[src/host_port_pkg.sv]
// constants and types for the host port enable control
//------------------------------------------------------------
// What this block does
// - Chip select is active low, and a low sample on a receive clock rise drives the receive flags.
// - A high chip select sample on a receive clock rise floats the receive flag outputs.
// - Receive word, special flag and violation outputs turn on when chip select is low and the receive output enable goes from off to on between receive clock rises.
// - The receive data outputs stay driven until the receive output enable is sampled off on a receive clock rise.
// - With the transmit buffer in use, a low chip select sample on a transmit clock rise drives the transmit flags.
// - A high chip select sample on a reference clock rise floats the transmit flag outputs.
// - With the buffer in use and chip select low, the host's word, special flag and command bits are written to the buffer on each transmit clock rise that sees the write enable on.
// - With the buffer bypassed and chip select low, the transmit inputs are captured on the reference clock once the write enable turns on and go straight to the encoder path.
// - In bypass the inputs are captured on each later reference clock rise with chip select low and write enable on, so the host gives a fresh word each time.
// - The bypass control uses the receive buffer when high and, when low, holds the nearly-full flag deasserted.
// - The external buffer mode input makes the nearly-full flag active low when low and active high when high.
//------------------------------------------------------------
package host_port_pkg;
  localparam int WORD_W = 10;
  localparam int CMD_W = 2;
  localparam int TX_W = WORD_W + 1 + CMD_W;
  localparam int RX_W = WORD_W + 2;
  localparam int FLAG_W = 3;
  // bit positions in the sampled pin-clock vector
  localparam int CLK_N = 3;
  localparam int CLK_RX = 0;
  localparam int CLK_TX = 1;
  localparam int CLK_REF = 2;
  // bit positions in the sampled control vector
  localparam int CTL_N = 5;
  localparam int CTL_CS = 0;
  localparam int CTL_RECEIVE_OUTPUT_ENABLE = 1;
  localparam int CTL_TRANSMIT_WRITE_ENABLE = 2;
  localparam int CTL_BUF = 3;
  localparam int CTL_EXT = 4;
  // bit positions in the receive vector
  localparam int RX_SPECIAL = WORD_W;
  localparam int RX_VIOL = WORD_W + 1;
  // reset values
  localparam logic OE_OFF = 1'b1;
  localparam logic [CTL_N-1:0] CTL_RESET = 5'h0f;
  typedef enum logic {
    STREAM_IDLE = 1'b0,
    STREAM_RUN = 1'b1
  } stream_state_t;
endpackage

[src/sample_if.sv]
// sampled pin group: settled level and the sample before it
`timescale 1ns/10ps
interface sample_if #(parameter int W = 1);
  logic [W-1:0] level;
  logic [W-1:0] prev;
  modport src (output level, output prev);
  modport dst (input level, input prev);
endinterface

[src/host_port_enable_control.sv]
// enable, drive and capture control of the parallel host port
`timescale 1ns/10ps
module host_port_enable_control (
  // system clock and reset
  input wire logic clk_sys,
  input wire logic reset,
  // pin clocks, sampled as ordinary inputs
  input wire logic receive_side_clock,
  input wire logic transmit_side_clock,
  input wire logic reference_clock,
  // host controls
  input wire logic chip_select_n,
  input wire logic receive_output_enable_n,
  input wire logic transmit_write_enable_n,
  input wire logic buffer_bypass_n,
  input wire logic external_buffer_mode,
  // receive path and flag conditions from the core
  input wire logic [host_port_pkg::WORD_W-1:0] receive_word_in,
  input wire logic receive_special_in,
  input wire logic receive_violation_in,
  input wire logic receive_nearly_full_in,
  input wire logic receive_half_in,
  input wire logic receive_empty_in,
  input wire logic [host_port_pkg::FLAG_W-1:0] transmit_flags_in,
  // transmit pins from the host
  input wire logic [host_port_pkg::WORD_W-1:0] transmit_word,
  input wire logic transmit_special_char_flag,
  input wire logic [host_port_pkg::CMD_W-1:0] transmit_command_bits,
  // receive data pins
  output logic [host_port_pkg::WORD_W-1:0] receive_word,
  output logic receive_special_char_flag,
  output logic code_violation_flag,
  output logic receive_data_oe_n,
  // receive flag pins
  output logic receive_buffer_nearly_full,
  output logic receive_half_flag,
  output logic receive_empty_flag,
  output logic receive_flags_oe_n,
  // transmit flag pins
  output logic [host_port_pkg::FLAG_W-1:0] transmit_flags,
  output logic transmit_flags_oe_n,
  // captured transmit words
  output logic buffer_write_valid,
  output logic [host_port_pkg::TX_W-1:0] buffer_write_data,
  output logic encoder_valid,
  output logic [host_port_pkg::TX_W-1:0] encoder_data
);
  import host_port_pkg::*;

  //------------------------------------------------------------
  // input sampling
  //------------------------------------------------------------
  sample_if #(.W(CLK_N)) clk_s ();
  sample_if #(.W(CTL_N)) ctl_s ();
  sample_if #(.W(RX_W + FLAG_W)) rx_s ();
  sample_if #(.W(TX_W + FLAG_W)) tx_s ();

  pin_sampler #(.W(CLK_N), .INIT(3'h0)) u_clk (
    .clk_sys(clk_sys),
    .reset(reset),
    .pins({reference_clock, transmit_side_clock, receive_side_clock}),
    .smp(clk_s)
  );
  pin_sampler #(.W(CTL_N), .INIT(CTL_RESET)) u_ctl (
    .clk_sys(clk_sys),
    .reset(reset),
    .pins({external_buffer_mode, buffer_bypass_n, transmit_write_enable_n,
      receive_output_enable_n, chip_select_n}),
    .smp(ctl_s)
  );
  pin_sampler #(.W(RX_W + FLAG_W), .INIT(15'h0000)) u_rx (
    .clk_sys(clk_sys),
    .reset(reset),
    .pins({receive_empty_in, receive_half_in, receive_nearly_full_in,
      receive_violation_in, receive_special_in, receive_word_in}),
    .smp(rx_s)
  );
  pin_sampler #(.W(TX_W + FLAG_W), .INIT(16'h0000)) u_tx (
    .clk_sys(clk_sys),
    .reset(reset),
    .pins({transmit_flags_in, transmit_command_bits, transmit_special_char_flag,
      transmit_word}),
    .smp(tx_s)
  );

  logic rx_rise;
  logic tx_rise;
  logic ref_rise;
  logic cs_low;
  logic receive_output_enable_on;
  logic transmit_write_enable_on;
  logic buf_on;
  logic ext_high;
  logic [TX_W-1:0] tx_bits;

  // pin clocks must stay well below clk_sys/4 so each rise is seen once
  assign rx_rise = clk_s.level[CLK_RX] & ~clk_s.prev[CLK_RX];
  assign tx_rise = clk_s.level[CLK_TX] & ~clk_s.prev[CLK_TX];
  assign ref_rise = clk_s.level[CLK_REF] & ~clk_s.prev[CLK_REF];
  assign cs_low = ~ctl_s.level[CTL_CS];
  assign receive_output_enable_on = ~ctl_s.level[CTL_RECEIVE_OUTPUT_ENABLE];
  assign transmit_write_enable_on = ~ctl_s.level[CTL_TRANSMIT_WRITE_ENABLE];
  assign buf_on = ctl_s.level[CTL_BUF];
  assign ext_high = ctl_s.level[CTL_EXT];
  assign tx_bits = tx_s.level[TX_W-1:0];

  //------------------------------------------------------------
  // receive side
  //------------------------------------------------------------
  logic receive_output_enable_seen;
  logic next_receive_output_enable_seen;
  logic next_receive_data_oe_n;
  logic next_receive_flags_oe_n;
  logic [RX_W-1:0] rx_data;
  logic [RX_W-1:0] next_rx_data;
  logic [FLAG_W-1:0] rx_flags;
  logic [FLAG_W-1:0] next_rx_flags;
  logic full_active;

  always_comb
  begin
    next_receive_output_enable_seen = receive_output_enable_seen;
    next_receive_data_oe_n = receive_data_oe_n;
    next_receive_flags_oe_n = receive_flags_oe_n;
    next_rx_data = rx_data;
    next_rx_flags = rx_flags;
    // bypass hides the nearly-full condition from the pin
    full_active = buf_on & rx_s.level[RX_W];
    if (rx_rise)
    begin
      next_receive_output_enable_seen = receive_output_enable_on;
      next_receive_flags_oe_n = ~cs_low;
      next_rx_data = rx_s.level[RX_W-1:0];
      // asserted level follows the external buffer mode
      next_rx_flags[0] = full_active ? ext_high : ~ext_high;
      next_rx_flags[1] = buf_on & rx_s.level[RX_W+1];
      next_rx_flags[2] = rx_s.level[RX_W+2];
      if (!receive_output_enable_on)
        next_receive_data_oe_n = OE_OFF;
      else if (cs_low && !receive_output_enable_seen)
        next_receive_data_oe_n = 1'b0;
    end
  end

  always_ff @(posedge clk_sys)
  begin
    if (reset)
    begin
      receive_output_enable_seen <= 1'b0;
      receive_data_oe_n <= OE_OFF;
      receive_flags_oe_n <= OE_OFF;
      rx_data <= '0;
      rx_flags <= '0;
    end
    else
    begin
      receive_output_enable_seen <= next_receive_output_enable_seen;
      receive_data_oe_n <= next_receive_data_oe_n;
      receive_flags_oe_n <= next_receive_flags_oe_n;
      rx_data <= next_rx_data;
      rx_flags <= next_rx_flags;
    end
  end

  assign receive_word = rx_data[WORD_W-1:0];
  assign receive_special_char_flag = rx_data[RX_SPECIAL];
  assign code_violation_flag = rx_data[RX_VIOL];
  assign receive_buffer_nearly_full = rx_flags[0];
  assign receive_half_flag = rx_flags[1];
  assign receive_empty_flag = rx_flags[2];

  //------------------------------------------------------------
  // transmit side
  //------------------------------------------------------------
  stream_state_t stream;
  stream_state_t next_stream;
  logic transmit_write_enable_ref_seen;
  logic next_transmit_write_enable_ref_seen;
  logic next_transmit_flags_oe_n;
  logic [FLAG_W-1:0] next_transmit_flags;
  logic next_buffer_write_valid;
  logic [TX_W-1:0] next_buffer_write_data;
  logic next_encoder_valid;
  logic [TX_W-1:0] next_encoder_data;

  always_comb
  begin
    next_stream = stream;
    next_transmit_write_enable_ref_seen = transmit_write_enable_ref_seen;
    next_transmit_flags_oe_n = transmit_flags_oe_n;
    next_transmit_flags = transmit_flags;
    next_buffer_write_valid = 1'b0;
    next_buffer_write_data = buffer_write_data;
    next_encoder_valid = 1'b0;
    next_encoder_data = encoder_data;
    if (tx_rise)
    begin
      next_transmit_flags = tx_s.level[TX_W+FLAG_W-1:TX_W];
      if (buf_on && cs_low)
      begin
        next_transmit_flags_oe_n = 1'b0;
        if (transmit_write_enable_on)
        begin
          next_buffer_write_valid = 1'b1;
          next_buffer_write_data = tx_bits;
        end
      end
    end
    if (ref_rise)
    begin
      next_transmit_write_enable_ref_seen = transmit_write_enable_on;
      if (!cs_low)
        next_transmit_flags_oe_n = OE_OFF;
      // leaving bypass or losing chip select ends the stream on the next reference clock rise
      if (buf_on || !cs_low || !transmit_write_enable_on)
        next_stream = STREAM_IDLE;
      else
      begin
        case (stream)
          STREAM_IDLE:
          begin
            if (!transmit_write_enable_ref_seen)
            begin
              next_stream = STREAM_RUN;
              next_encoder_valid = 1'b1;
              next_encoder_data = tx_bits;
            end
          end
          STREAM_RUN:
          begin
            next_encoder_valid = 1'b1;
            next_encoder_data = tx_bits;
          end
          default:
            next_stream = STREAM_IDLE;
        endcase
      end
    end
  end

  always_ff @(posedge clk_sys)
  begin
    if (reset)
    begin
      stream <= STREAM_IDLE;
      transmit_write_enable_ref_seen <= 1'b0;
      transmit_flags_oe_n <= OE_OFF;
      transmit_flags <= '0;
      buffer_write_valid <= 1'b0;
      buffer_write_data <= '0;
      encoder_valid <= 1'b0;
      encoder_data <= '0;
    end
    else
    begin
      stream <= next_stream;
      transmit_write_enable_ref_seen <= next_transmit_write_enable_ref_seen;
      transmit_flags_oe_n <= next_transmit_flags_oe_n;
      transmit_flags <= next_transmit_flags;
      buffer_write_valid <= next_buffer_write_valid;
      buffer_write_data <= next_buffer_write_data;
      encoder_valid <= next_encoder_valid;
      encoder_data <= next_encoder_data;
    end
  end
endmodule // host_port_enable_control

[src/pin_sampler.sv]
// two-flop synchroniser with one extra stage for edge detection
`timescale 1ns/10ps
module pin_sampler #(
  parameter int W = 1,
  parameter logic [W-1:0] INIT = '0
) (
  // clock and reset
  input wire logic clk_sys,
  input wire logic reset,
  // asynchronous pins in, settled samples out
  input wire logic [W-1:0] pins,
  sample_if.src smp
);
  logic [W-1:0] meta;
  logic [W-1:0] settled;
  logic [W-1:0] older;
  logic [W-1:0] next_meta;
  logic [W-1:0] next_settled;
  logic [W-1:0] next_older;

  // meta is read by the second stage only
  always_comb
  begin
    next_meta = pins;
    next_settled = meta;
    next_older = settled;
  end

  always_ff @(posedge clk_sys)
  begin
    if (reset)
    begin
      meta <= INIT;
      settled <= INIT;
      older <= INIT;
    end
    else
    begin
      meta <= next_meta;
      settled <= next_settled;
      older <= next_older;
    end
  end

  assign smp.level = settled;
  assign smp.prev = older;
endmodule // pin_sampler

[config.mk]
export PLATFORM = sky130hd
export DESIGN_NAME = host_port_enable_control
export DESIGN_NICKNAME = d
export VERILOG_FILES = /design/src/host_port_pkg.sv /design/src/sample_if.sv /design/src/host_port_enable_control.sv /design/src/pin_sampler.sv
export SDC_FILE = /design/constraint.sdc
export NUM_CORES = 1
export LEC_CHECK = 0
export BUFFER_PORTS_ARGS = -buffer_cell sky130_fd_sc_hd__buf_2
export CORE_ASPECT_RATIO = 2
export CORE_MARGIN = 2
export CORE_UTILIZATION = 55
export DETAILED_ROUTE_END_ITERATION = 6
export GPL_ROUTABILITY_DRIVEN = 0
export PLACE_DENSITY = 0.91
export SLEW_MARGIN = 20
export SYNTH_ARGS = -nofsm -noshare
export SYNTH_HDL_FRONTEND = slang
export SYNTH_SLANG_ARGS = --single-unit
[constraint.sdc]
create_clock -name clk_sys -period 3 [get_ports clk_sys]
set_input_delay 0.15 -clock clk_sys [delete_from_list [all_inputs] [get_ports clk_sys]]
set_output_delay 0.15 -clock clk_sys [all_outputs]
set_load 0.05 [all_outputs]
# Yosys cells after proc, flatten, opt, wreduce, memory -nomap -nowiden
# Index checks and enable logic that the tools add are counted.
# op_classes
eq_ne	1
n_bitwise	17
muxes	14
reduce_logical	11
# ops
cell	count
13-bit case mux with 2 select lines	1
13-bit two-way mux	1
1-bit inverter	12
1-bit two-way mux	11
3-bit AND reduction	2
3-bit OR reduction	2
1-bit AND	5
1-bit logical AND	2
1-bit logical OR	2
2-bit inequality test (second input constant)	1
1-bit case mux with 2 select lines	1
2-bit AND reduction	1
2-bit nonzero test	1
1-bit zero test	1
# word_totals
input_bits	41
reg_bits	133
output_inout_bits	49
word_cells	65

# Depth between registers and ports, before layout
# Gate-level depths: netlist of the first run.
# depth
ltp_word	6
ltp_mapped	5
ltp_nobuf	3

# By module
# From an unflattened synthesis of the first run, not the netlist that was laid out.
# hier_totals
hier_cells	452
hier_area_um2	5187.5
# by_module_without_submodules
mod	instances	seq_area_each_um2	area_each_um2	cells_each
host_port_enable_control	1	1041.0	2030.7	208
pin_sampler at u_tx	1	960.9	1305.0	101
pin_sampler at u_rx	1	900.9	1202.4	94
pin_sampler at u_ctl	1	300.3	412.9	31
pin_sampler at u_clk	1	180.2	236.5	18

# Worst setup path after synthesis of the first run
# Ideal clock, no wire load.
# synth_timing
path_kind	reg-to-reg
start	reg u_ctl.settled[3], in the netlist u_ctl.smp.level[3]
end	reg buffer_write_data[10] (netlist bit)
arrival_ns	1.133
path_slack_ns	1.795
n_path_buf	1
setup_time_ns	0.072
synth_period_minus_slack_ns	1.205
t_required_ns	2.928
stages_incl_launch_ff	5
cell_sequence	dfxtp_1 -> nand3b_2 -> nor3_4 -> buf_12 -> mux2i_1
# synth_between
elab_chain_len	2
# synth_lines
item	line_no	source
from (decl)	pin_sampler.sv:15	logic [W-1:0] settled;
from (signal assigned)	pin_sampler.sv:40	settled <= next_settled;
1-bit logical AND	host_port_enable_control.sv:199	if (buf_on && cs_low)
3-bit AND reduction (no source line)	--	
to (signal assigned)	host_port_enable_control.sv:261	buffer_write_data <= next_buffer_write_data;
to (decl)	host_port_enable_control.sv:44	output logic [host_port_pkg::TX_W-1:0] buffer_write_data,
# Every way passes these cells.
# A chain may end at the register's enable or synchronous reset.

# Worst setup path after layout of the first run
# layout_timing
start	reg u_ctl.settled[3], in the netlist u_ctl.smp.level[3]
end	reg buffer_write_data[8] (netlist bit)
# The elaborated chain is that of the path after synthesis.

==> run_summary.xml, run 1 <==
<?xml version="1.0" encoding="UTF-8"?>
<metrics>
  <group name="sta">
    <metric name="layout_worst_path_cycle_share" unit="">0.548</metric>
    <metric name="maxClockFrequency" unit="MHz">608</metric>
    <metric name="hold_violations" unit="">0</metric>
    <metric name="skew" unit="ps">7.53</metric>
    <metric name="finalSetupTns" unit="ps">0</metric>
    <metric name="final_critical_path_setup_slack" unit="ps">1360</metric>
    <metric name="timing_max_transition_violations_final" unit="">0</metric>
    <metric name="max_slew_margin" unit="">0.444</metric>
    <metric name="grt_setup_unrepaired" unit="">no</metric>
    <metric name="max_slew.worst_pin.slew" unit="ps">832</metric>
    <metric name="period_minus_slack" unit="ps">1640</metric>
    <metric name="timing.final.setup_violations" unit="">0</metric>
  </group>
  <group name="logic_synthesis">
    <metric name="asyncSetResetFlopFracSynth" unit="">0</metric>
    <metric name="synthDistinctLibCells" unit="">27</metric>
    <metric name="dominant_combinational_cell_family_by_area_after_synthesis" unit="">simple AND/OR/NAND/NOR gates</metric>
    <metric name="synthesis.area_per_instance" unit="sq um">11.1</metric>
    <metric name="postSynth.topFlopCell" unit="">dfxtp_1</metric>
    <metric name="ys_warn_count" unit="">0</metric>
    <metric name="synth_area_in_compound_gates" unit="">0.0347</metric>
    <metric name="synth.mux.area_fraction" unit="">0.0688</metric>
    <metric name="synth.yosys.seq_area_share" unit="">0.631</metric>
    <metric name="synthAdderAreaFrac" unit="">0</metric>
    <metric name="synth_seq_cells" unit="">133</metric>
    <metric name="mappedNetlistArea" unit="sq mm">0.00422</metric>
    <metric name="post_synth_edffs" unit="">0</metric>
    <metric name="synth_simple_gate_area_frac" unit="">0.238</metric>
    <metric name="mappedNetlistNets" unit="">421</metric>
    <metric name="synth_xor_area_frac" unit="">0</metric>
    <metric name="synth_cells" unit="">380</metric>
  </group>
  <group name="pwr">
    <metric name="power-per-cell-area" unit="mW/mm^2">741</metric>
    <metric name="leakage" unit="nW">2.51</metric>
    <metric name="net_sw_power" unit="mW">0.850</metric>
    <metric name="power_report.internal_total" unit="mW">3.40</metric>
    <metric name="comb_power_share" unit="">0.043</metric>
    <metric name="p_seq_frac" unit="">0.434</metric>
    <metric name="power_switching_share" unit="">0.200</metric>
    <metric name="vdd_ir_drop_max" unit="V">0.000489</metric>
    <metric name="p_clk_frac" unit="">0.523</metric>
  </group>
  <group name="placed_design">
    <metric name="pre_cts_ws" unit="ps">1380</metric>
    <metric name="placed_cell_area" unit="sq mm">0.00469</metric>
    <metric name="detailed_place_hpwl" unit="mm">5.00</metric>
    <metric name="post-place-cells" unit="">544</metric>
    <metric name="port_buffers" unit="">89</metric>
  </group>
  <group name="drt">
    <metric name="drtIter0Drc" unit="">176</metric>
    <metric name="detail_route.drc_violations" unit="">0</metric>
    <metric name="dr.pass1.iters" unit="">4</metric>
    <metric name="vias" unit="">2960</metric>
    <metric name="routed_via_density" unit="">4.81</metric>
    <metric name="wl_per_cell" unit="um">14.4</metric>
    <metric name="totalWireLength" unit="mm">8.87</metric>
    <metric name="route.antenna.remaining_nets" unit="">0</metric>
  </group>
  <group name="hold_path">
    <metric name="hp-class" unit="">in2reg</metric>
  </group>
  <group name="clock_tree">
    <metric name="cts.clk_slew.worst_paths" unit="ps">60</metric>
    <metric name="post_cts_resized" unit="">0</metric>
    <metric name="clk_latency" unit="ps">410</metric>
    <metric name="cts_max_path_buffers" unit="">2</metric>
    <metric name="cts_tree" unit="">yes</metric>
    <metric name="clock_tree.root_cell" unit="">clkbuf_16</metric>
    <metric name="tritoncts.num_buffers" unit="">17</metric>
    <metric name="clock-sinks" unit="">133</metric>
    <metric name="h-tree-depth" unit="">4</metric>
  </group>
  <group name="floorplanning">
    <metric name="floorplan.initialDensity" unit="">0.560</metric>
    <metric name="die_area" unit="sq mm">0.00844</metric>
    <metric name="die_height" unit="um">128</metric>
    <metric name="core_region_area" unit="sq mm">0.00754</metric>
    <metric name="chipWidth" unit="um">66.0</metric>
    <metric name="ioPinCount" unit="">90</metric>
    <metric name="rows" unit="">45</metric>
  </group>
  <group name="global_route">
    <metric name="grt-ovfl-total" unit="">0</metric>
    <metric name="grt_antenna_before_repair" unit="">0</metric>
    <metric name="first_global_vias" unit="">3094</metric>
    <metric name="global_route_wire_length_before_repair" unit="mm">14.1</metric>
    <metric name="grt_start_max_net_pins" unit="">68</metric>
    <metric name="grt_util_all_layers" unit="">0.228</metric>
  </group>
  <group name="finish">
    <metric name="final_layout_size_suffix_gt1_frac" unit="">0.263</metric>
    <metric name="mostFrequentLayoutCell" unit="">dfxtp_1</metric>
    <metric name="areaGrowthSynthToFinish" unit="%">35.9</metric>
    <metric name="number_of_standard_cells_in_the_layout_taps_in_and_fillers_out" unit="">615</metric>
    <metric name="nNetsFinal" unit="">549</metric>
    <metric name="stdcell_area" unit="sq mm">0.00574</metric>
    <metric name="layout.cells.most_common_list" unit="">133 x dfxtp_1, 88 x buf_2, 74 x nor2b_1</metric>
    <metric name="antenna_cells" unit="">0</metric>
  </group>
  <group name="setup_path">
    <metric name="timing.critical_path.required" unit="ps">3330</metric>
    <metric name="critPathLaunchType" unit="">register</metric>
    <metric name="crit_fanout" unit="">13</metric>
    <metric name="critical_path_class" unit="">reg2reg</metric>
    <metric name="end_kind" unit="">register</metric>
    <metric name="cp_data_arrival_time" unit="ps">1980</metric>
  </group>
  <group name="flow_run">
    <metric name="cap_viol_max_count" unit="">0</metric>
  </group>
  <group name="run_status">
    <metric name="run_status" unit="">finished, final reports clean</metric>
  </group>
</metrics>
sequential cells by signal (all words and copies together) (netlist names), 3 cells and up:
register	count
u_rx.smp.level	15
buffer_write_data	13
u_tx.meta	16
transmit_flags	3
u_ctl.meta	5
u_tx.smp.level	16
u_clk.meta	3
u_ctl.smp.level	5
rx_data	12
encoder_data	13
rx_flags	3
u_clk.smp.level	3
u_clk.smp.prev	3
u_rx.meta	15
worst max-delay path: stages (launching register included):
cell and delay, ps:
dfxtp_1 450, nand3b_2 170, nor3_4 660, mux2i_1 280
final timing paths:
check	startpoint	slack, ps	cells past startpoint	end
min	reset	210	2	u_tx.smp.level[6]
min reg2reg	u_ctl.meta[0]	410	1	u_ctl.smp.level[0]
max	u_ctl.smp.level[3]	1360	3	buffer_write_data[8]
max reg2reg	u_ctl.smp.level[3]	1360	3	buffer_write_data[8]
synthesized netlist by cell type (2+ instances only):
master,n,share of area
nor2b_1,74,0.11
nand2b_1,41,0.061
nor3_1,2,0.0024
nand2_1,31,0.028
buf_2,7,0.0083
dfxtp_1,133,0.63
mux2i_1,29,0.069
a21oi_1,18,0.021
nor3_4,2,0.0077
nor2_1,6,0.0053
and2b_1,2,0.0036
clkbuf_1,12,0.011
or2_2,8,0.012
a211oi_1,2,0.0036
cell type report:
class | count | area, sq um
sequential | 133 | 2660
multi-input combinational | 224 | 1440
fill | 464 | 1810
timing repair buffer | 131 | 861
inverter | 1 | 3.75
clock inverter | 11 | 171
clock buffer | 21 | 480
tap | 94 | 118
repair_timing:
action | in CTS | in global routing
endpoints found under the hold margin | 39 | 0
setup buffers | 0 | 0
hold buffers | 39 | 0
stage by stage:
step	total power, mW	util	hold WS, ps
5_1_grt	4.39	0.760	229
3_3_place_gp	2.01	0.622	336
3_5_place_dp	2.02	0.622	334
4_1_cts	4.27	0.760	195
2_1_floorplan	1.97	-	254
6_report	4.25	0.760	207
routing by layer:
metal	vias up	global-route usage	wire, um
met3	20	0.0808	352
met2	91	0.421	4990
met1	1392	0.214	3330
li1	1457	-	-
met5	-	0	0
met4	0	0.112	200
power by group through the flow:
stage               clock network [mW]  logic, mW  registers (mW)
global placement                     0      0.136            1.88
detailed placement                   0      0.142            1.88
floorplan                            0     0.0850            1.89
global route                      2.34      0.201            1.85
CTS                               2.25      0.182            1.84
finish                            2.22      0.185            1.84
kinds of logic (layout without fill, tap and decap cells):
group                  count (synthesis)  in the layout
AOI/OAI and AO/OA                     24             24
buffers and inverters                 23            164
muxes                                 29             29
and+or+nand+nor                      171            171
DFF                                  133            133
No activity file was read; power rests on OpenSTA's default activity.
==> inputs of run 2 (changes only) <==
--- a/config.mk
+++ b/config.mk
@@ -5,13 +5,14 @@
 export SDC_FILE = /design/constraint.sdc
 export NUM_CORES = 1
 export LEC_CHECK = 0
+export ABC_AREA = 1
 export BUFFER_PORTS_ARGS = -buffer_cell sky130_fd_sc_hd__buf_2
 export CORE_ASPECT_RATIO = 2
 export CORE_MARGIN = 2
-export CORE_UTILIZATION = 55
+export CORE_UTILIZATION = 48
 export DETAILED_ROUTE_END_ITERATION = 6
 export GPL_ROUTABILITY_DRIVEN = 0
-export PLACE_DENSITY = 0.91
+export PLACE_DENSITY = 0.85
 export SLEW_MARGIN = 20
 export SYNTH_ARGS = -nofsm -noshare
 export SYNTH_HDL_FRONTEND = slang
==> constraint.sdc (replaced) <==
create_clock -name clk_sys -period 1.3 [get_ports clk_sys]
set_input_delay 0.065 -clock clk_sys [delete_from_list [all_inputs] [get_ports clk_sys]]
set_output_delay 0.065 -clock clk_sys [all_outputs]
set_load 0.05 [all_outputs]
==> run_summary.xml, run 2 <==
<?xml version="1.0" encoding="UTF-8"?>
<metrics>
  <group name="run_status">
    <metric name="run_status" unit="">finished, final reports clean</metric>
  </group>
  <group name="clock_tree">
    <metric name="h-tree-depth" unit="">4</metric>
    <metric name="clock_tree.root_cell" unit="">clkbuf_16</metric>
    <metric name="cts.clk_slew.worst_paths" unit="ps">50</metric>
    <metric name="cts_max_path_buffers" unit="">2</metric>
    <metric name="clock-sinks" unit="">133</metric>
    <metric name="tritoncts.num_buffers" unit="">17</metric>
    <metric name="cts_tree" unit="">yes</metric>
    <metric name="clk_latency" unit="ps">410</metric>
  </group>
  <group name="logic_synthesis">
    <metric name="postSynth.topFlopCell" unit="">dfxtp_1</metric>
    <metric name="synth_cells" unit="">527</metric>
    <metric name="synth_seq_cells" unit="">133</metric>
    <metric name="synth_area_leader_cell" unit="">dfxtp_1</metric>
    <metric name="asyncSetResetFlopFracSynth" unit="">0</metric>
    <metric name="yosys-top-cells-count" unit="">151 x nor2_1, 133 x dfxtp_1, 94 x inv_1, 38 x nand2_1, 30 x nand3_1</metric>
    <metric name="post_synth_edffs" unit="">0</metric>
    <metric name="synth.top_cells.by_area" unit="">dfxtp_1 61%, nor2_1 13%, inv_1 8.1%</metric>
    <metric name="yosysTopAreaCellShare" unit="">0.613</metric>
    <metric name="synthesis.area_per_instance" unit="sq um">8.25</metric>
    <metric name="mappedNetlistNets" unit="">568</metric>
    <metric name="synth.yosys.seq_area_share" unit="">0.613</metric>
    <metric name="mappedNetlistArea" unit="sq mm">0.00435</metric>
    <metric name="synthMostInstantiatedCell" unit="">nor2_1</metric>
    <metric name="ys_warn_count" unit="">0</metric>
    <metric name="synthDistinctLibCells" unit="">19</metric>
  </group>
  <group name="global_route">
    <metric name="global_route_wire_length_before_repair" unit="mm">15.7</metric>
    <metric name="first_global_vias" unit="">3585</metric>
    <metric name="grt_start_max_net_pins" unit="">48</metric>
    <metric name="grt-ovfl-total" unit="">0</metric>
    <metric name="grt_util_all_layers" unit="">0.203</metric>
    <metric name="grt_antenna_before_repair" unit="">0</metric>
  </group>
  <group name="drt">
    <metric name="wl_per_cell" unit="um">12.0</metric>
    <metric name="detail_route.drc_violations" unit="">0</metric>
    <metric name="route.antenna.remaining_nets" unit="">0</metric>
    <metric name="drtIter0Drc" unit="">276</metric>
    <metric name="totalWireLength" unit="mm">9.41</metric>
    <metric name="routed_via_density" unit="">4.57</metric>
    <metric name="vias" unit="">3586</metric>
    <metric name="dr.pass1.iters" unit="">6</metric>
  </group>
  <group name="pwr">
    <metric name="power-per-cell-area" unit="mW/mm^2">1650</metric>
    <metric name="leakage" unit="nW">2.90</metric>
    <metric name="vdd_ir_drop_max" unit="V">0.00101</metric>
  </group>
  <group name="finish">
    <metric name="areaGrowthSynthToFinish" unit="%">38.7</metric>
    <metric name="stdcell_area" unit="sq mm">0.00603</metric>
    <metric name="antenna_cells" unit="">0</metric>
    <metric name="number_of_standard_cells_in_the_layout_taps_in_and_fillers_out" unit="">785</metric>
    <metric name="mostFrequentLayoutCell" unit="">nor2_1</metric>
    <metric name="final_layout_size_suffix_gt1_frac" unit="">0.230</metric>
    <metric name="num-fill-cells" unit="">659</metric>
    <metric name="layout.cells.most_common_list" unit="">151 x nor2_1, 133 x dfxtp_1, 94 x inv_1</metric>
    <metric name="nNetsFinal" unit="">712</metric>
  </group>
  <group name="setup_path">
    <metric name="cp_data_arrival_time" unit="ps">1510</metric>
    <metric name="critical_path_class" unit="">reg2reg</metric>
    <metric name="worstPathBufferInverterCount" unit="">1</metric>
    <metric name="rrSetupSlack" unit="ps">130</metric>
    <metric name="crit_fanout" unit="">13</metric>
    <metric name="crit_path_frequent_cell" unit="">nor2_1</metric>
    <metric name="end_kind" unit="">register</metric>
    <metric name="critPathLaunchType" unit="">register</metric>
    <metric name="worstReg2RegStart" unit="">u_clk.smp.level[2]</metric>
    <metric name="timing.critical_path.max_delay_family" unit="">simple AND/OR/NAND/NOR gates</metric>
    <metric name="rr_worst_depth" unit="">6</metric>
    <metric name="timing.rr.end" unit="">encoder_data[10]</metric>
    <metric name="timing.critical_path.required" unit="ps">1640</metric>
    <metric name="cpMaxStageDelayCell" unit="">dfxtp_1</metric>
    <metric name="worst_setup_path_startpoint" unit="">u_clk.smp.level[2]</metric>
    <metric name="timing.critical_path.cells" unit="">inv_1 -&gt; nor2_1 -&gt; nand2_1 -&gt; nor2_4 -&gt; nor2_1 -&gt; nor2_1</metric>
    <metric name="slowest_delay" unit="ps">340</metric>
  </group>
  <group name="sta">
    <metric name="skew" unit="ps">7.27</metric>
    <metric name="maxClockFrequency" unit="MHz">854</metric>
    <metric name="finalSetupTns" unit="ps">0</metric>
    <metric name="hold_violations" unit="">0</metric>
    <metric name="max_slew_margin" unit="">0.789</metric>
    <metric name="timing.final.setup_violations" unit="">0</metric>
    <metric name="layout_worst_path_cycle_share" unit="">0.900</metric>
    <metric name="period_minus_slack" unit="ps">1170</metric>
    <metric name="timing_max_transition_violations_final" unit="">0</metric>
    <metric name="grt_setup_unrepaired" unit="">no</metric>
    <metric name="max_slew.worst_pin.slew" unit="ps">315</metric>
  </group>
  <group name="floorplanning">
    <metric name="chipWidth" unit="um">71.3</metric>
    <metric name="ioPinCount" unit="">90</metric>
    <metric name="core_region_area" unit="sq mm">0.00889</metric>
    <metric name="die_height" unit="um">139</metric>
    <metric name="rows" unit="">49</metric>
    <metric name="floorplan.initialDensity" unit="">0.489</metric>
    <metric name="die_area" unit="sq mm">0.00988</metric>
  </group>
  <group name="placed_design">
    <metric name="placed_cell_area" unit="sq mm">0.00492</metric>
    <metric name="port_buffers" unit="">89</metric>
    <metric name="post-place-cells" unit="">706</metric>
    <metric name="detailed_place_hpwl" unit="mm">5.80</metric>
  </group>
  <group name="flow_run">
    <metric name="cap_viol_max_count" unit="">0</metric>
  </group>
  <group name="hold_path">
    <metric name="hp-class" unit="">in2reg</metric>
    <metric name="worst_hold_startpoint" unit="">reset</metric>
    <metric name="min_to" unit="">u_tx.meta[9]</metric>
    <metric name="holdPathStages" unit="">2</metric>
  </group>
</metrics>
run 2: repair_timing:
| item | in CTS | in global routing |
|---|---|---|
| setup endpoints to repair | 4 | 8 |
| pin swaps | 0 | 1 |
| hold buffers | 48 | 0 |
| endpoints found under the hold margin | 39 | 0 |
| buffers inserted | 0 | 0 |
| gates resized for setup | 1 | 1 |
run 2: logic make-up after synthesis:
logic type | count (synthesis) | share of synthesized area
buffers and inverters | 120 | 0.115
AO/OA/AOI/OAI | 26 | 0.0305
XOR/XNOR | 1 | 0.00202
AND/OR/NAND/NOR | 247 | 0.240
flip-flops | 133 | 0.613
run 2: cell type report:
type / instances / area (sq um) / share of cell area
Timing Repair Buffer: 148 / 1060 / 0.176
Multi-Input combinational cell: 274 / 1190 / 0.198
Clock inverter: 10 / 180 / 0.0299
Sequential cell: 133 / 2660 / 0.442
Clock buffer: 21 / 440 / 0.0731
Inverter: 97 / 364 / 0.0604
Tap cell: 102 / 128 / 0.0212
run 2: power breakdown:
| group | internal [mW] | switching, mW | total, mW |
|---|---|---|---|
| combinational | 0.274 | 0.367 | 0.641 |
| clock | 3.38 | 1.64 | 5.01 |
| sequential | 4.23 | 0.0532 | 4.28 |
run 2: how the worst max path moves through the flow:
stage	cells past startpoint	to	slack [ps]
finish	6	encoder_data[10]	130
floorplan	7	buffer_write_data[10]	260
global route	6	encoder_data[12]	2
global placement	6	encoder_data[9]	140
CTS	5	encoder_data[6]	100
detailed placement	6	encoder_data[10]	5
run 2: metal layers:
layer  vias up  GRT usage  wire (um)
met1      1609      0.200       3500
li1       1827          -          -
met2       119      0.363       5200
met5         -          0          0
met3        31     0.0516        400
met4         0      0.129        305
run 2: through the flow:
step                      power [mW]  setup slack, ps  utilization  hold WS, ps
after global routing            10.3             1.74        0.678         17.2
after detailed placement        4.88             5.26        0.553          254
final                           9.94              130        0.678         29.4
after CTS                       9.98              102        0.678         2.28
after global placement          4.86              139        0.553          254
after floorplan                 4.71              265            -          169
run 2: worst reg2reg max path: cells and delay by family (launching register included):
family | cells | cell delay (ps)
buf+inv | 1 | 60
simple gates | 5 | 700
flops | 1 | 340
==> inputs of run 3 (changes only) <==
--- a/config.mk
+++ b/config.mk
@@ -5,14 +5,13 @@
 export SDC_FILE = /design/constraint.sdc
 export NUM_CORES = 1
 export LEC_CHECK = 0
-export ABC_AREA = 1
 export BUFFER_PORTS_ARGS = -buffer_cell sky130_fd_sc_hd__buf_2
 export CORE_ASPECT_RATIO = 2
 export CORE_MARGIN = 2
-export CORE_UTILIZATION = 48
+export CORE_UTILIZATION = 55
 export DETAILED_ROUTE_END_ITERATION = 6
 export GPL_ROUTABILITY_DRIVEN = 0
-export PLACE_DENSITY = 0.85
+export PLACE_DENSITY = 0.91
 export SLEW_MARGIN = 20
 export SYNTH_ARGS = -nofsm -noshare
 export SYNTH_HDL_FRONTEND = slang
==> constraint.sdc (replaced) <==
create_clock -name clk_sys -period 1.4 [get_ports clk_sys]
set_input_delay 0.07 -clock clk_sys [delete_from_list [all_inputs] [get_ports clk_sys]]
set_output_delay 0.07 -clock clk_sys [all_outputs]
set_load 0.05 [all_outputs]
==> run_summary.xml, run 3 (synthesis gave the netlist of run 1 again) <==
<?xml version="1.0" encoding="UTF-8"?>
<metrics>
  <group name="clock_tree">
    <metric name="tritoncts.num_buffers" unit="">17</metric>
    <metric name="cts.clk_slew.worst_paths" unit="ps">50</metric>
    <metric name="clk_latency" unit="ps">400</metric>
    <metric name="cts_max_path_buffers" unit="">2</metric>
    <metric name="h-tree-depth" unit="">4</metric>
    <metric name="post_cts_resized" unit="">0</metric>
    <metric name="clock-sinks" unit="">133</metric>
    <metric name="postCtsSetupBuffers" unit="">0</metric>
    <metric name="clock_tree.root_cell" unit="">clkbuf_16</metric>
    <metric name="cts_tree" unit="">yes</metric>
  </group>
  <group name="setup_path">
    <metric name="rr_worst_depth" unit="">3</metric>
    <metric name="slowest_delay" unit="ps">530</metric>
    <metric name="timing.critical_path.cells" unit="">inv_1 -&gt; o211ai_4 -&gt; mux2i_1</metric>
    <metric name="timing.critical_path.required" unit="ps">1720</metric>
    <metric name="critPathLaunchType" unit="">register</metric>
    <metric name="crit_fanout" unit="">14</metric>
    <metric name="critical_path_class" unit="">reg2reg</metric>
    <metric name="cpMaxStageDelayCell" unit="">o211ai_4</metric>
    <metric name="end_kind" unit="">register</metric>
    <metric name="cp_data_arrival_time" unit="ps">1620</metric>
  </group>
  <group name="global_route">
    <metric name="first_global_vias" unit="">3167</metric>
    <metric name="grt_antenna_before_repair" unit="">0</metric>
    <metric name="grt_start_max_net_pins" unit="">40</metric>
    <metric name="global_route_wire_length_before_repair" unit="mm">13.9</metric>
    <metric name="grt-ovfl-total" unit="">0</metric>
    <metric name="grt_util_all_layers" unit="">0.220</metric>
  </group>
  <group name="sta">
    <metric name="period_minus_slack" unit="ps">1300</metric>
    <metric name="timing.final.setup_violations" unit="">0</metric>
    <metric name="max_slew_margin" unit="">0.569</metric>
    <metric name="whs" unit="ps">79.7</metric>
    <metric name="max_slew.worst_pin.slew" unit="ps">643</metric>
    <metric name="final_critical_path_setup_slack" unit="ps">103</metric>
    <metric name="maxClockFrequency" unit="MHz">771</metric>
    <metric name="layout_worst_path_cycle_share" unit="">0.926</metric>
    <metric name="finalSetupTns" unit="ps">0</metric>
    <metric name="timing_max_transition_violations_final" unit="">0</metric>
    <metric name="grt_setup_unrepaired" unit="">no</metric>
    <metric name="skew" unit="ps">5.51</metric>
    <metric name="hold_violations" unit="">0</metric>
  </group>
  <group name="floorplanning">
    <metric name="core_region_area" unit="sq mm">0.00754</metric>
    <metric name="floorplan.initialDensity" unit="">0.560</metric>
    <metric name="die_height" unit="um">128</metric>
    <metric name="ioPinCount" unit="">90</metric>
    <metric name="rows" unit="">45</metric>
    <metric name="die_area" unit="sq mm">0.00844</metric>
    <metric name="chipWidth" unit="um">66.0</metric>
  </group>
  <group name="pwr">
    <metric name="total_power" unit="mW">8.86</metric>
    <metric name="leakage" unit="nW">2.56</metric>
    <metric name="vdd_ir_drop_max" unit="V">0.00140</metric>
    <metric name="power-per-cell-area" unit="mW/mm^2">1520</metric>
  </group>
  <group name="placed_design">
    <metric name="post-place-cells" unit="">554</metric>
    <metric name="port_buffers" unit="">89</metric>
    <metric name="pre_cts_ws" unit="ps">83.5</metric>
    <metric name="placed_cell_area" unit="sq mm">0.00481</metric>
    <metric name="detailed_place_hpwl" unit="mm">5.15</metric>
  </group>
  <group name="run_status">
    <metric name="run_status" unit="">finished, final reports clean</metric>
  </group>
  <group name="finish">
    <metric name="antenna_cells" unit="">0</metric>
    <metric name="final_layout_size_suffix_gt1_frac" unit="">0.275</metric>
    <metric name="areaGrowthSynthToFinish" unit="%">37.8</metric>
    <metric name="nNetsFinal" unit="">559</metric>
    <metric name="layout.cells.most_common_list" unit="">133 x dfxtp_1, 88 x buf_2, 74 x nor2b_1</metric>
    <metric name="utilization" unit="">0.771</metric>
    <metric name="number_of_standard_cells_in_the_layout_taps_in_and_fillers_out" unit="">625</metric>
    <metric name="num-fill-cells" unit="">449</metric>
    <metric name="mostFrequentLayoutCell" unit="">dfxtp_1</metric>
    <metric name="stdcell_area" unit="sq mm">0.00582</metric>
  </group>
  <group name="drt">
    <metric name="route.antenna.remaining_nets" unit="">0</metric>
    <metric name="totalWireLength" unit="mm">8.69</metric>
    <metric name="vias" unit="">3012</metric>
    <metric name="routed_via_density" unit="">4.82</metric>
    <metric name="dr.pass1.iters" unit="">4</metric>
    <metric name="wl_per_cell" unit="um">13.9</metric>
    <metric name="drtIter0Drc" unit="">79</metric>
    <metric name="detail_route.drc_violations" unit="">0</metric>
  </group>
  <group name="hold_path">
    <metric name="holdPathStages" unit="">2</metric>
    <metric name="hp-class" unit="">in2reg</metric>
  </group>
  <group name="flow_run">
    <metric name="cap_viol_max_count" unit="">0</metric>
  </group>
</metrics>
## run 3: cell types whose count changed in the layout (fill, tap and decap cells not counted), sizes merged, moves of 3 or more
cell and change:
a21oi +12, clkinv +3, nor2 -161, mux2i +29, o21ai -18, nand2b +41, inv -96, nand2 -10
nand3 -29, nor3 +3, dlygate4sd3 -9, nor2b +74
## run 3: worst paths after layout
check	slack (ps)	to	startpoint
worst max-delay path	100	encoder_data[10]	transmit_write_enable_ref_seen
worst min-delay path	80	u_tx.meta[1]	reset
worst min register to register	400	u_ctl.smp.level[0]	u_ctl.meta[0]
worst max register to register	100	encoder_data[10]	transmit_write_enable_ref_seen
## run 3: repair_timing
| item | in CTS | in global routing |
|---|---|---|
| endpoints found under the hold margin | 39 | 0 |
| hold buffers | 39 | 0 |
| setup endpoints to repair | 0 | 3 |
## run 3: power breakdown
group | leakage (nW) | total, mW | switching, mW | internal (mW)
logic | 1.18 | 0.425 | 0.190 | 0.235
clock network | 0.299 | 4.48 | 1.54 | 2.95
registers | 1.09 | 3.95 | 0.0445 | 3.91
## run 3: cell type report
type	instances	area, sq um	share of cell area
Sequential cell	133	2660	0.458
Multi-Input combinational cell	224	1440	0.248
Timing Repair Buffer	141	973	0.167
Clock buffer	21	470	0.0809
Clock inverter	11	150	0.0258
Tap cell	94	118	0.0202
Inverter	1	3.75	0.000645
## run 3: worst max-delay path: cells and delay by family, from the launching register on
family	cells	cell delay, ps
AO/OA/AOI/OAI	1	530
buffers and inverters	1	80
flip-flops	1	330
multiplexers	1	270
## run 3: metal layers
layer	share of wire	vias up	global-route usage
met5	0	-	0
met2	0.57	94	0.414
met3	0.042	19	0.0615
met4	0.030	0	0.113
met1	0.36	1416	0.207
li1	-	1483	-
